--- config.mk ---
export PLATFORM = sky130hd
export DESIGN_NAME = srb_top
export DESIGN_NICKNAME = d
export VERILOG_FILES = /design/src/include/srb_pkg.sv /design/src/rtl/srb_cmp_reg.sv /design/src/rtl/srb_sync3.sv /design/src/rtl/srb_top.sv
export SDC_FILE = /design/constraint.sdc
export NUM_CORES = 1
export LEC_CHECK = 0
export BUFFER_PORTS_ARGS = -buffer_cell sky130_fd_sc_hd__clkbuf_2
export CAP_MARGIN = 10
export CORE_MARGIN = 8
export CORE_UTILIZATION = 56
export CTS_CLUSTER_DIAMETER = 40
export DETAILED_ROUTE_END_ITERATION = 12
export MAX_ROUTING_LAYER = met4
export PLACE_DENSITY = 0.86
export SETUP_SLACK_MARGIN = 0.05
export SLEW_MARGIN = 10
export SYNTH_ARGS = -nofsm -noshare
export SYNTH_HDL_FRONTEND = slang
export SYNTH_SLANG_ARGS = --single-unit
--- constraint.sdc ---
create_clock -name aclk -period 3.9 [get_ports aclk]
set_input_delay 0.78 -clock aclk [delete_from_list [all_inputs] [get_ports aclk]]
set_output_delay 0.78 -clock aclk [all_outputs]
set_load 0.01 [all_outputs]
--- src/include/srb_pkg.sv ---
// Package with the map, field layout and reset values of the special register bank slice.
package srb_pkg;

  localparam int ADDR_W = 12;

  // Register indices; the byte address on the bus is four times the index.
  localparam logic [8:0] IDX_DPTR_LO = 9'h082;
  localparam logic [8:0] IDX_DPTR_HI = 9'h083;
  localparam logic [8:0] IDX_CLKDIV = 9'h095;
  localparam logic [8:0] IDX_AUXFN = 9'h0a2;
  localparam logic [8:0] IDX_CMP_ONE = 9'h0ac;
  localparam logic [8:0] IDX_CMP_TWO = 9'h0ad;
  localparam logic [8:0] IDX_BAUD_CTL = 9'h0bd;
  localparam logic [8:0] IDX_BAUD_LO = 9'h0be;
  localparam logic [8:0] IDX_BAUD_HI = 9'h0bf;
  localparam logic [8:0] IDX_ACCUM = 9'h0e0;
  localparam logic [8:0] IDX_FLASH_LO = 9'h0e6;
  localparam logic [8:0] IDX_FLASH_HI = 9'h0e7;
  localparam logic [8:0] IDX_ARITH2 = 9'h0f0;

  // Bit space: index = base + bit address; groups select the owning byte.
  localparam logic [8:0] IDX_BIT_BASE = 9'h100;
  localparam logic [4:0] BIT_GRP_ACCUM = 5'h1c;
  localparam logic [4:0] BIT_GRP_ARITH2 = 5'h1e;

  // Reset values.
  localparam logic [7:0] RST_DPTR_LO = 8'h00;
  localparam logic [7:0] RST_DPTR_HI = 8'h00;
  localparam logic [7:0] RST_CLKDIV = 8'h00;
  localparam logic [7:0] RST_AUXFN = 8'h00;
  localparam logic [7:0] RST_CMP = 8'h00;
  localparam logic [7:0] RST_BAUD_CTL = 8'h00;
  localparam logic [7:0] RST_BAUD_LO = 8'h00;
  localparam logic [7:0] RST_BAUD_HI = 8'h00;
  localparam logic [7:0] RST_ACCUM = 8'h00;
  localparam logic [7:0] RST_FLASH_LO = 8'h00;
  localparam logic [7:0] RST_FLASH_HI = 8'h00;
  localparam logic [7:0] RST_ARITH2 = 8'h00;

  // Storage masks (stored bits) and fixed-one masks per register.
  localparam logic [7:0] AUXFN_STORE = 8'hf9;
  localparam logic [7:0] AUXFN_FIX1 = 8'h00;
  localparam logic [7:0] BAUD_CTL_STORE = 8'h03;
  localparam logic [7:0] BAUD_CTL_FIX1 = 8'h00;

  // Comparator control field positions.
  localparam int CMP_ENABLE_POS = 5;
  localparam int CMP_POS_SEL_POS = 4;
  localparam int CMP_NEG_SEL_POS = 3;
  localparam int CMP_OUT_EN_POS = 2;
  localparam int CMP_OUT_VAL_POS = 1;
  localparam int CMP_FLAG_POS = 0;

  localparam logic [1:0] RESP_OKAY = 2'h0;
  localparam logic [1:0] RESP_SLVERR = 2'h2;

endpackage : srb_pkg

--- src/rtl/srb_cmp_reg.sv ---
// One comparator control register: control fields, live output value and change flag.
`timescale 1ns/1ps
module srb_cmp_reg (
  input wire logic aclk,
  input wire logic aresetn,
  input wire logic wr_en,
  input wire logic [7:0] wr_data,
  input wire logic cmp_level,
  output logic [3:0] ctrl_q,
  output logic [7:0] reg_value
);

  logic [3:0] ctrl_d;
  logic out_val_q;
  logic out_val_d;
  logic flag_q;
  logic flag_d;
  logic change;

  always_comb
  begin
    ctrl_d = ctrl_q;
    out_val_d = out_val_q;
    change = 1'b0;
    if (ctrl_q[3])
    begin
      out_val_d = cmp_level;
      change = (cmp_level != out_val_q);
    end
    flag_d = flag_q;
    if (wr_en)
    begin
      ctrl_d = wr_data[srb_pkg::CMP_ENABLE_POS:srb_pkg::CMP_OUT_EN_POS];
      flag_d = flag_q & wr_data[srb_pkg::CMP_FLAG_POS];
    end
    // A change in the clearing cycle still sets the flag.
    if (change)
    begin
      flag_d = 1'b1;
    end
  end

  always_ff @(posedge aclk)
  begin
    if (!aresetn)
    begin
      ctrl_q <= srb_pkg::RST_CMP[5:2];
      out_val_q <= srb_pkg::RST_CMP[1];
      flag_q <= srb_pkg::RST_CMP[0];
    end
    else
    begin
      ctrl_q <= ctrl_d;
      out_val_q <= out_val_d;
      flag_q <= flag_d;
    end
  end

  // Reserved top bits read as zero.
  assign reg_value = {2'h0, ctrl_q, out_val_q, flag_q};

endmodule : srb_cmp_reg

--- src/rtl/srb_sync3.sv ---
// Three-stage pin synchroniser that accepts a new level once stages two and three agree.
`timescale 1ns/1ps
module srb_sync3 (
  input wire logic aclk,
  input wire logic aresetn,
  input wire logic pin_in,
  output logic level_q
);

  logic s1_q;
  logic s2_q;
  logic s3_q;
  logic level_d;

  always_comb
  begin
    level_d = (s2_q == s3_q) ? s3_q : level_q;
  end

  always_ff @(posedge aclk)
  begin
    if (!aresetn)
    begin
      s1_q <= 1'b0;
      s2_q <= 1'b0;
      s3_q <= 1'b0;
      level_q <= 1'b0;
    end
    else
    begin
      s1_q <= pin_in;
      s2_q <= s1_q;
      s3_q <= s2_q;
      level_q <= level_d;
    end
  end

endmodule : srb_sync3

--- src/rtl/srb_top.sv ---
// AXI4-Lite special register bank slice with bit access to two arithmetic registers.
//
// Implementation choice: register access over AXI4-Lite.
`timescale 1ns/1ps
module srb_top (
  input wire logic aclk,
  input wire logic aresetn,
  input wire logic [srb_pkg::ADDR_W-1:0] s_axi_awaddr,
  input wire logic [2:0] s_axi_awprot,
  input wire logic s_axi_awvalid,
  output logic s_axi_awready,
  input wire logic [31:0] s_axi_wdata,
  input wire logic [3:0] s_axi_wstrb,
  input wire logic s_axi_wvalid,
  output logic s_axi_wready,
  output logic [1:0] s_axi_bresp,
  output logic s_axi_bvalid,
  input wire logic s_axi_bready,
  input wire logic [srb_pkg::ADDR_W-1:0] s_axi_araddr,
  input wire logic [2:0] s_axi_arprot,
  input wire logic s_axi_arvalid,
  output logic s_axi_arready,
  output logic [31:0] s_axi_rdata,
  output logic [1:0] s_axi_rresp,
  output logic s_axi_rvalid,
  input wire logic s_axi_rready,
  input wire logic cmp_one_pin,
  input wire logic cmp_two_pin,
  output logic [7:0] accumulator_register_q,
  output logic [7:0] second_arith_register_q,
  output logic [7:0] data_pointer_low_q,
  output logic [7:0] data_pointer_high_q,
  output logic [7:0] core_clock_divider_q,
  output logic [7:0] auxiliary_function_control_q,
  output logic [7:0] baud_generator_control_q,
  output logic [7:0] baud_rate_low_byte_q,
  output logic [7:0] baud_rate_high_byte_q,
  output logic [7:0] flash_address_low_q,
  output logic [7:0] flash_address_high_q,
  output logic [3:0] comparator_one_ctrl_q,
  output logic [3:0] comparator_two_ctrl_q
);

  logic aw_full_q;
  logic aw_full_d;
  logic w_full_q;
  logic w_full_d;
  logic [8:0] wr_idx_q;
  logic [8:0] wr_idx_d;
  logic wr_hi_q;
  logic wr_hi_d;
  logic [7:0] wr_byte_q;
  logic [7:0] wr_byte_d;
  logic wr_lane_q;
  logic wr_lane_d;
  logic awready_d;
  logic wready_d;
  logic bvalid_d;
  logic [1:0] bresp_d;
  logic arready_d;
  logic rvalid_d;
  logic [31:0] rdata_d;
  logic [1:0] rresp_d;
  logic do_wr;
  logic ar_hs;
  logic wr_hit;
  logic wr_en;
  logic rd_hit;
  logic [7:0] rd_byte;
  logic [8:0] rd_idx;
  logic [7:0] accum_d;
  logic [7:0] arith2_d;
  logic [7:0] dptr_lo_d;
  logic [7:0] dptr_hi_d;
  logic [7:0] clkdiv_d;
  logic [7:0] auxfn_d;
  logic [7:0] baud_ctl_d;
  logic [7:0] baud_lo_d;
  logic [7:0] baud_hi_d;
  logic [7:0] flash_lo_d;
  logic [7:0] flash_hi_d;
  logic cmp_one_lvl;
  logic cmp_two_lvl;
  logic cmp_one_wr;
  logic cmp_two_wr;
  logic [7:0] cmp_one_val;
  logic [7:0] cmp_two_val;

  // True when the index names a defined byte register or a defined bit.
  function automatic logic decode_hit(input logic hi, input logic [8:0] idx);
    logic hit;
    hit = 1'b0;
    if (!hi)
    begin
      if (idx[8])
      begin
        hit = (idx[7:3] == srb_pkg::BIT_GRP_ACCUM) || (idx[7:3] == srb_pkg::BIT_GRP_ARITH2);
      end
      else
      begin
        unique case (idx)
          srb_pkg::IDX_DPTR_LO, srb_pkg::IDX_DPTR_HI, srb_pkg::IDX_CLKDIV,
          srb_pkg::IDX_AUXFN, srb_pkg::IDX_CMP_ONE, srb_pkg::IDX_CMP_TWO,
          srb_pkg::IDX_BAUD_CTL, srb_pkg::IDX_BAUD_LO, srb_pkg::IDX_BAUD_HI,
          srb_pkg::IDX_ACCUM, srb_pkg::IDX_FLASH_LO, srb_pkg::IDX_FLASH_HI,
          srb_pkg::IDX_ARITH2: hit = 1'b1;
          default: hit = 1'b0;
        endcase
      end
    end
    return hit;
  endfunction : decode_hit

  // True when the index is one of the bits of the given group.
  function automatic logic bit_in(input logic [8:0] idx, input logic [4:0] grp);
    return idx[8] && (idx[7:3] == grp);
  endfunction : bit_in

  srb_sync3 u_sync_one (
    .aclk(aclk),
    .aresetn(aresetn),
    .pin_in(cmp_one_pin),
    .level_q(cmp_one_lvl)
  );

  srb_sync3 u_sync_two (
    .aclk(aclk),
    .aresetn(aresetn),
    .pin_in(cmp_two_pin),
    .level_q(cmp_two_lvl)
  );

  srb_cmp_reg u_cmp_one (
    .aclk(aclk),
    .aresetn(aresetn),
    .wr_en(cmp_one_wr),
    .wr_data(wr_byte_q),
    .cmp_level(cmp_one_lvl),
    .ctrl_q(comparator_one_ctrl_q),
    .reg_value(cmp_one_val)
  );

  srb_cmp_reg u_cmp_two (
    .aclk(aclk),
    .aresetn(aresetn),
    .wr_en(cmp_two_wr),
    .wr_data(wr_byte_q),
    .cmp_level(cmp_two_lvl),
    .ctrl_q(comparator_two_ctrl_q),
    .reg_value(cmp_two_val)
  );

  assign rd_idx = s_axi_araddr[10:2];
  assign ar_hs = s_axi_arvalid && s_axi_arready;
  // The write waits for a pending response so one write is in flight at a time.
  assign do_wr = aw_full_q && w_full_q && !s_axi_bvalid;
  assign wr_hit = decode_hit(wr_hi_q, wr_idx_q);
  assign wr_en = do_wr && wr_hit && wr_lane_q;
  assign cmp_one_wr = wr_en && (wr_idx_q == srb_pkg::IDX_CMP_ONE);
  assign cmp_two_wr = wr_en && (wr_idx_q == srb_pkg::IDX_CMP_TWO);

  // Write channels are captured independently and in either order.
  always_comb
  begin
    aw_full_d = aw_full_q;
    w_full_d = w_full_q;
    wr_idx_d = wr_idx_q;
    wr_hi_d = wr_hi_q;
    wr_byte_d = wr_byte_q;
    wr_lane_d = wr_lane_q;
    if (do_wr)
    begin
      aw_full_d = 1'b0;
      w_full_d = 1'b0;
    end
    if (s_axi_awvalid && s_axi_awready)
    begin
      aw_full_d = 1'b1;
      wr_idx_d = s_axi_awaddr[10:2];
      wr_hi_d = s_axi_awaddr[11];
    end
    if (s_axi_wvalid && s_axi_wready)
    begin
      w_full_d = 1'b1;
      wr_byte_d = s_axi_wdata[7:0];
      wr_lane_d = s_axi_wstrb[0];
    end
    awready_d = !aw_full_d;
    wready_d = !w_full_d;
    bvalid_d = do_wr || (s_axi_bvalid && !s_axi_bready);
    bresp_d = s_axi_bresp;
    if (do_wr)
    begin
      bresp_d = wr_hit ? srb_pkg::RESP_OKAY : srb_pkg::RESP_SLVERR;
    end
  end

  // Read mux, evaluated in the address cycle.
  always_comb
  begin
    rd_hit = decode_hit(s_axi_araddr[11], rd_idx);
    rd_byte = 8'h00;
    // The upper half is unmapped, so a bit index there must not leak register data.
    if (rd_hit && bit_in(rd_idx, srb_pkg::BIT_GRP_ACCUM))
    begin
      rd_byte = {7'h00, accumulator_register_q[rd_idx[2:0]]};
    end
    else if (rd_hit && bit_in(rd_idx, srb_pkg::BIT_GRP_ARITH2))
    begin
      rd_byte = {7'h00, second_arith_register_q[rd_idx[2:0]]};
    end
    else if (rd_hit)
    begin
      unique case (rd_idx)
        srb_pkg::IDX_DPTR_LO: rd_byte = data_pointer_low_q;
        srb_pkg::IDX_DPTR_HI: rd_byte = data_pointer_high_q;
        srb_pkg::IDX_CLKDIV: rd_byte = core_clock_divider_q;
        srb_pkg::IDX_AUXFN: rd_byte = auxiliary_function_control_q | srb_pkg::AUXFN_FIX1;
        srb_pkg::IDX_CMP_ONE: rd_byte = cmp_one_val;
        srb_pkg::IDX_CMP_TWO: rd_byte = cmp_two_val;
        srb_pkg::IDX_BAUD_CTL: rd_byte = baud_generator_control_q | srb_pkg::BAUD_CTL_FIX1;
        srb_pkg::IDX_BAUD_LO: rd_byte = baud_rate_low_byte_q;
        srb_pkg::IDX_BAUD_HI: rd_byte = baud_rate_high_byte_q;
        srb_pkg::IDX_ACCUM: rd_byte = accumulator_register_q;
        srb_pkg::IDX_FLASH_LO: rd_byte = flash_address_low_q;
        srb_pkg::IDX_FLASH_HI: rd_byte = flash_address_high_q;
        srb_pkg::IDX_ARITH2: rd_byte = second_arith_register_q;
        default: rd_byte = 8'h00;
      endcase
    end
    rvalid_d = ar_hs || (s_axi_rvalid && !s_axi_rready);
    arready_d = !rvalid_d;
    rdata_d = s_axi_rdata;
    rresp_d = s_axi_rresp;
    if (ar_hs)
    begin
      rdata_d = {24'h000000, rd_byte};
      rresp_d = rd_hit ? srb_pkg::RESP_OKAY : srb_pkg::RESP_SLVERR;
    end
  end

  // Register file next values.
  always_comb
  begin
    accum_d = accumulator_register_q;
    arith2_d = second_arith_register_q;
    dptr_lo_d = data_pointer_low_q;
    dptr_hi_d = data_pointer_high_q;
    clkdiv_d = core_clock_divider_q;
    auxfn_d = auxiliary_function_control_q;
    baud_ctl_d = baud_generator_control_q;
    baud_lo_d = baud_rate_low_byte_q;
    baud_hi_d = baud_rate_high_byte_q;
    flash_lo_d = flash_address_low_q;
    flash_hi_d = flash_address_high_q;
    if (wr_en && bit_in(wr_idx_q, srb_pkg::BIT_GRP_ACCUM))
    begin
      accum_d[wr_idx_q[2:0]] = wr_byte_q[0];
    end
    else if (wr_en && bit_in(wr_idx_q, srb_pkg::BIT_GRP_ARITH2))
    begin
      arith2_d[wr_idx_q[2:0]] = wr_byte_q[0];
    end
    else if (wr_en)
    begin
      unique case (wr_idx_q)
        srb_pkg::IDX_DPTR_LO: dptr_lo_d = wr_byte_q;
        srb_pkg::IDX_DPTR_HI: dptr_hi_d = wr_byte_q;
        srb_pkg::IDX_CLKDIV: clkdiv_d = wr_byte_q;
        // Reserved and fixed-zero bits are not stored, so they read back zero.
        srb_pkg::IDX_AUXFN: auxfn_d = wr_byte_q & srb_pkg::AUXFN_STORE;
        srb_pkg::IDX_BAUD_CTL: baud_ctl_d = wr_byte_q & srb_pkg::BAUD_CTL_STORE;
        srb_pkg::IDX_BAUD_LO: baud_lo_d = wr_byte_q;
        srb_pkg::IDX_BAUD_HI: baud_hi_d = wr_byte_q;
        srb_pkg::IDX_ACCUM: accum_d = wr_byte_q;
        srb_pkg::IDX_FLASH_LO: flash_lo_d = wr_byte_q;
        srb_pkg::IDX_FLASH_HI: flash_hi_d = wr_byte_q;
        srb_pkg::IDX_ARITH2: arith2_d = wr_byte_q;
        default: accum_d = accumulator_register_q;
      endcase
    end
  end

  always_ff @(posedge aclk)
  begin
    if (!aresetn)
    begin
      aw_full_q <= 1'b0;
      w_full_q <= 1'b0;
      wr_idx_q <= 9'h000;
      wr_hi_q <= 1'b0;
      wr_byte_q <= 8'h00;
      wr_lane_q <= 1'b0;
      s_axi_awready <= 1'b0;
      s_axi_wready <= 1'b0;
      s_axi_bvalid <= 1'b0;
      s_axi_bresp <= srb_pkg::RESP_OKAY;
      s_axi_arready <= 1'b0;
      s_axi_rvalid <= 1'b0;
      s_axi_rdata <= 32'h00000000;
      s_axi_rresp <= srb_pkg::RESP_OKAY;
      accumulator_register_q <= srb_pkg::RST_ACCUM;
      second_arith_register_q <= srb_pkg::RST_ARITH2;
      data_pointer_low_q <= srb_pkg::RST_DPTR_LO;
      data_pointer_high_q <= srb_pkg::RST_DPTR_HI;
      core_clock_divider_q <= srb_pkg::RST_CLKDIV;
      auxiliary_function_control_q <= srb_pkg::RST_AUXFN;
      baud_generator_control_q <= srb_pkg::RST_BAUD_CTL;
      baud_rate_low_byte_q <= srb_pkg::RST_BAUD_LO;
      baud_rate_high_byte_q <= srb_pkg::RST_BAUD_HI;
      flash_address_low_q <= srb_pkg::RST_FLASH_LO;
      flash_address_high_q <= srb_pkg::RST_FLASH_HI;
    end
    else
    begin
      aw_full_q <= aw_full_d;
      w_full_q <= w_full_d;
      wr_idx_q <= wr_idx_d;
      wr_hi_q <= wr_hi_d;
      wr_byte_q <= wr_byte_d;
      wr_lane_q <= wr_lane_d;
      s_axi_awready <= awready_d;
      s_axi_wready <= wready_d;
      s_axi_bvalid <= bvalid_d;
      s_axi_bresp <= bresp_d;
      s_axi_arready <= arready_d;
      s_axi_rvalid <= rvalid_d;
      s_axi_rdata <= rdata_d;
      s_axi_rresp <= rresp_d;
      accumulator_register_q <= accum_d;
      second_arith_register_q <= arith2_d;
      data_pointer_low_q <= dptr_lo_d;
      data_pointer_high_q <= dptr_hi_d;
      core_clock_divider_q <= clkdiv_d;
      auxiliary_function_control_q <= auxfn_d;
      baud_generator_control_q <= baud_ctl_d;
      baud_rate_low_byte_q <= baud_lo_d;
      baud_rate_high_byte_q <= baud_hi_d;
      flash_address_low_q <= flash_lo_d;
      flash_address_high_q <= flash_hi_d;
    end
  end
endmodule : srb_top

==> impl_metrics.yaml <==
timing:
  period_needed_ns: 2.65
  tightest_slew_ns: 0.848
  slew-limit-headroom_pct: 43.1
  hold_viol_final: 0
  grt_setup_unrepaired: "no"
  post-route-period-util_pct: 67.9
  setup_tns_ns: 0
  fin_skew_ns: 0.00961
  setup_viol: 0
  slew_violations: 0
  max_clock_freq_ghz: 0.377
routing:
  drtPass1Iterations: 5
  drt-total-wl_um: 22300
  vias: 6677
  drc: 0
  wl_per_cell_um: 21.0
  via_per_inst: 6.29
  ant_nets: 0
  drt-initial-drc-count: 864
die:
  dieArea_um2: 16100
  coreArea_um2: 12000
  io_pins: 212
  die_h_um: 127
  initial_utilization_pct: 57.3
  num_rows: 40
  die_w_um: 127
synthesis:
  yosys_warnings: 0
  synthCells: 791
  synth_seq_cells: 136
  synth_edf_count: 0
  synth_top_area_share_pct: 39.6
  ys.flop_type: "dfxtp_1"
  async_flop_share_pct: 0
  synth.avg_cell_area_um2: 8.70
  syn_area_um2: 6880
  ys_seq_area_share_pct: 39.6
  synth_largest_area_cell: "dfxtp_1"
  synthTopCellsByArea: "dfxtp_1 40%, mux2i_1 12%, nand2_1 5.2%, nor2_1 4.9%, a21oi_1 4.1%"
  synth.distinct_cells: 70
clocking:
  post-cts-setup-buffers: 0
  post_cts_resize_count: 0
  clk_pin_slew_ns: 0.06
  cts_root_buf: "clkbuf_16"
  hold_buffers: 0
  clk-insertion-delay-late_ns: 0.42
  cts_tree: "done"
  numCtsBuffers: 17
  cts_max_path_buffers: 2
  cts-htree-levels: 4
  cts.sinks: 136
critical_path:
  r2r_setup_slack_ns: 1.25
  critPathCaptureType: "flip-flop"
  r2r_end: "data_pointer_low_q[3]"
  r2r_cells: 5
  max_stage_delay_ns: 0.71
  crit_chain: "nor4b_1 -> nand4_1 -> nor2_1 -> nand2_1 -> a21oi_1"
  critical_path.slowest_cell: "nor2_1"
  cp.arrival_ns: 3.00
  start_kind: "flip-flop"
  r2r-start: "wr_idx_q[3]"
  crit_fanout: 18
  setup.worst_path.class: "reg -> reg"
  cp_data_required_time_ns: 4.25
pwr:
  p_leak_nw: 3.11
  power_per_cell_area_nw_per_um2: 400
  ir_drop_mv: 0.314
  power.total_mw: 3.21
min_path:
  hold_path_startpoint: "u_sync_one.s1_q"
  min_to: "u_sync_one.s2_q"
  holdCritPathClass: "reg -> reg"
  holdPathStages: 1
final_layout:
  layout_common_cells: "140 x clkbuf_2, 136 x dfxtp_1, 95 x nand2_1"
  syn_to_final_growth_pct: 16.9
  layout_commonest_cell: "clkbuf_2"
  stdcell_count: 1062
  drive_above_1_share_pct: 22.5
  antenna_cells: 0
  num-nets-final: 979
run_status:
  outcome: "finished clean"
global_route:
  grt_pass1_wl_um: 34100
  grt_usage_pct: 27.7
  antenna_found_initial: 0
  grt_max_degree: 86
  grt_overflow: 0
  grt_pass1_vias: 6150
placement:
  dp_hpwl_um: 15700
  io_buffer_count: 140
  placedCellCount: 1032
  routabilityCongestion: 0.976
flow_run:
  cap_violations: 0
==> final cells by class <==
type / count / area, um^2
clock inverters: 9 / 128
clock buffers: 21 / 440
multi-input cells: 593 / 3760
flip-flops and latches: 136 / 2720
inverters: 9 / 35.0
fillers: 959 / 3970
repair buffers: 147 / 766
well taps: 147 / 184
==> kinds of logic (layout without fill, tap and decap cells) <==
logic type      Yosys count  count (layout)  synth area share, %
compound gates          162             162                 15.6
xor+xnor                  2               2                0.255
buf+inv                  95             186                 7.51
flops                   136             136                 39.6
mux                      91              91                 14.0
other cells               1              34               0.0545
simple gates            304             304                 22.9
==> metrics by stage <==
stage	instance area, um^2	setup WS [ns]	utilization, %	hold WS [ns]
final	8040	1.25	66.9	0.435
after global routing	8040	1.02	66.9	0.483
after global placement	7470	1.17	62.2	0.419
after CTS	8040	1.35	66.9	0.443
after detailed placement	7470	1.14	62.2	0.426
after floorplan	7000	1.59	-	0.412
==> how the worst max path moves through the flow <==
stage,end,startpoint,cells after the start
2_1_floorplan,s_axi_rdata[6],s_axi_araddr[6],7
3_3_place_gp,s_axi_rdata[6],s_axi_araddr[6],7
3_5_place_dp,s_axi_rdata[6],s_axi_araddr[6],7
4_1_cts,data_pointer_low_q[3],wr_idx_q[3],5
5_1_grt,data_pointer_high_q[6],wr_idx_q[3],5
6_report,data_pointer_low_q[3],wr_idx_q[3],5
==> per-layer routing <==
metal / up-vias / GRT usage [%] / share of wire, %
li1: 3001 / - / -
met1: 3112 / 34.4 / 40
met2: 475 / 41.1 / 45
met3: 89 / 7.58 / 11
met4: 0 / 13.3 / 4.5
met5: - / - / 0
==> power breakdown <==
part | total, mW | internal, mW | switching (mW)
Sequential | 1.45 | 1.41 | 0.0420
Combinational | 0.177 | 0.0572 | 0.120
Clock | 1.59 | 0.993 | 0.594
==> synthesized netlist by cell type, drive strengths merged, types with 5 or more instances <==
library cell and n:
inv 9, nand2b 9, a211oi 17, nor2 90
and2 11, and3 7, o21ai 35, a221oi 7
a21oi 57, nor4b 5, nand3 18, buf 55
mux2i 83, dfxtp 136, nand4 15, nor3 20
o22ai 10, nand2 96, clkbuf 31
==> flip-flops by register name (all words and copies together) (netlist names), 2 cells and up <==
signal and flops:
second_arith_register_q 8, core_clock_divider_q 8, s_axi_rdata 8, baud_generator_control_q 2, auxiliary_function_control_q 6, data_pointer_high_q 8
flash_address_high_q 8, baud_rate_low_byte_q 8, data_pointer_low_q 8, u_cmp_two.ctrl_q 4, accumulator_register_q 8, baud_rate_high_byte_q 8
flash_address_low_q 8, wr_idx_q 9, wr_byte_q 8, u_cmp_one.ctrl_q 4
==> critical path: cells and delay by family, from the launching register on <==
kind | cells | cell delay [ns]
flops | 1 | 0.37
simple gates | 4 | 2.03
compound gates | 1 | 0.17
No activity file was read; power rests on OpenSTA's default activity.
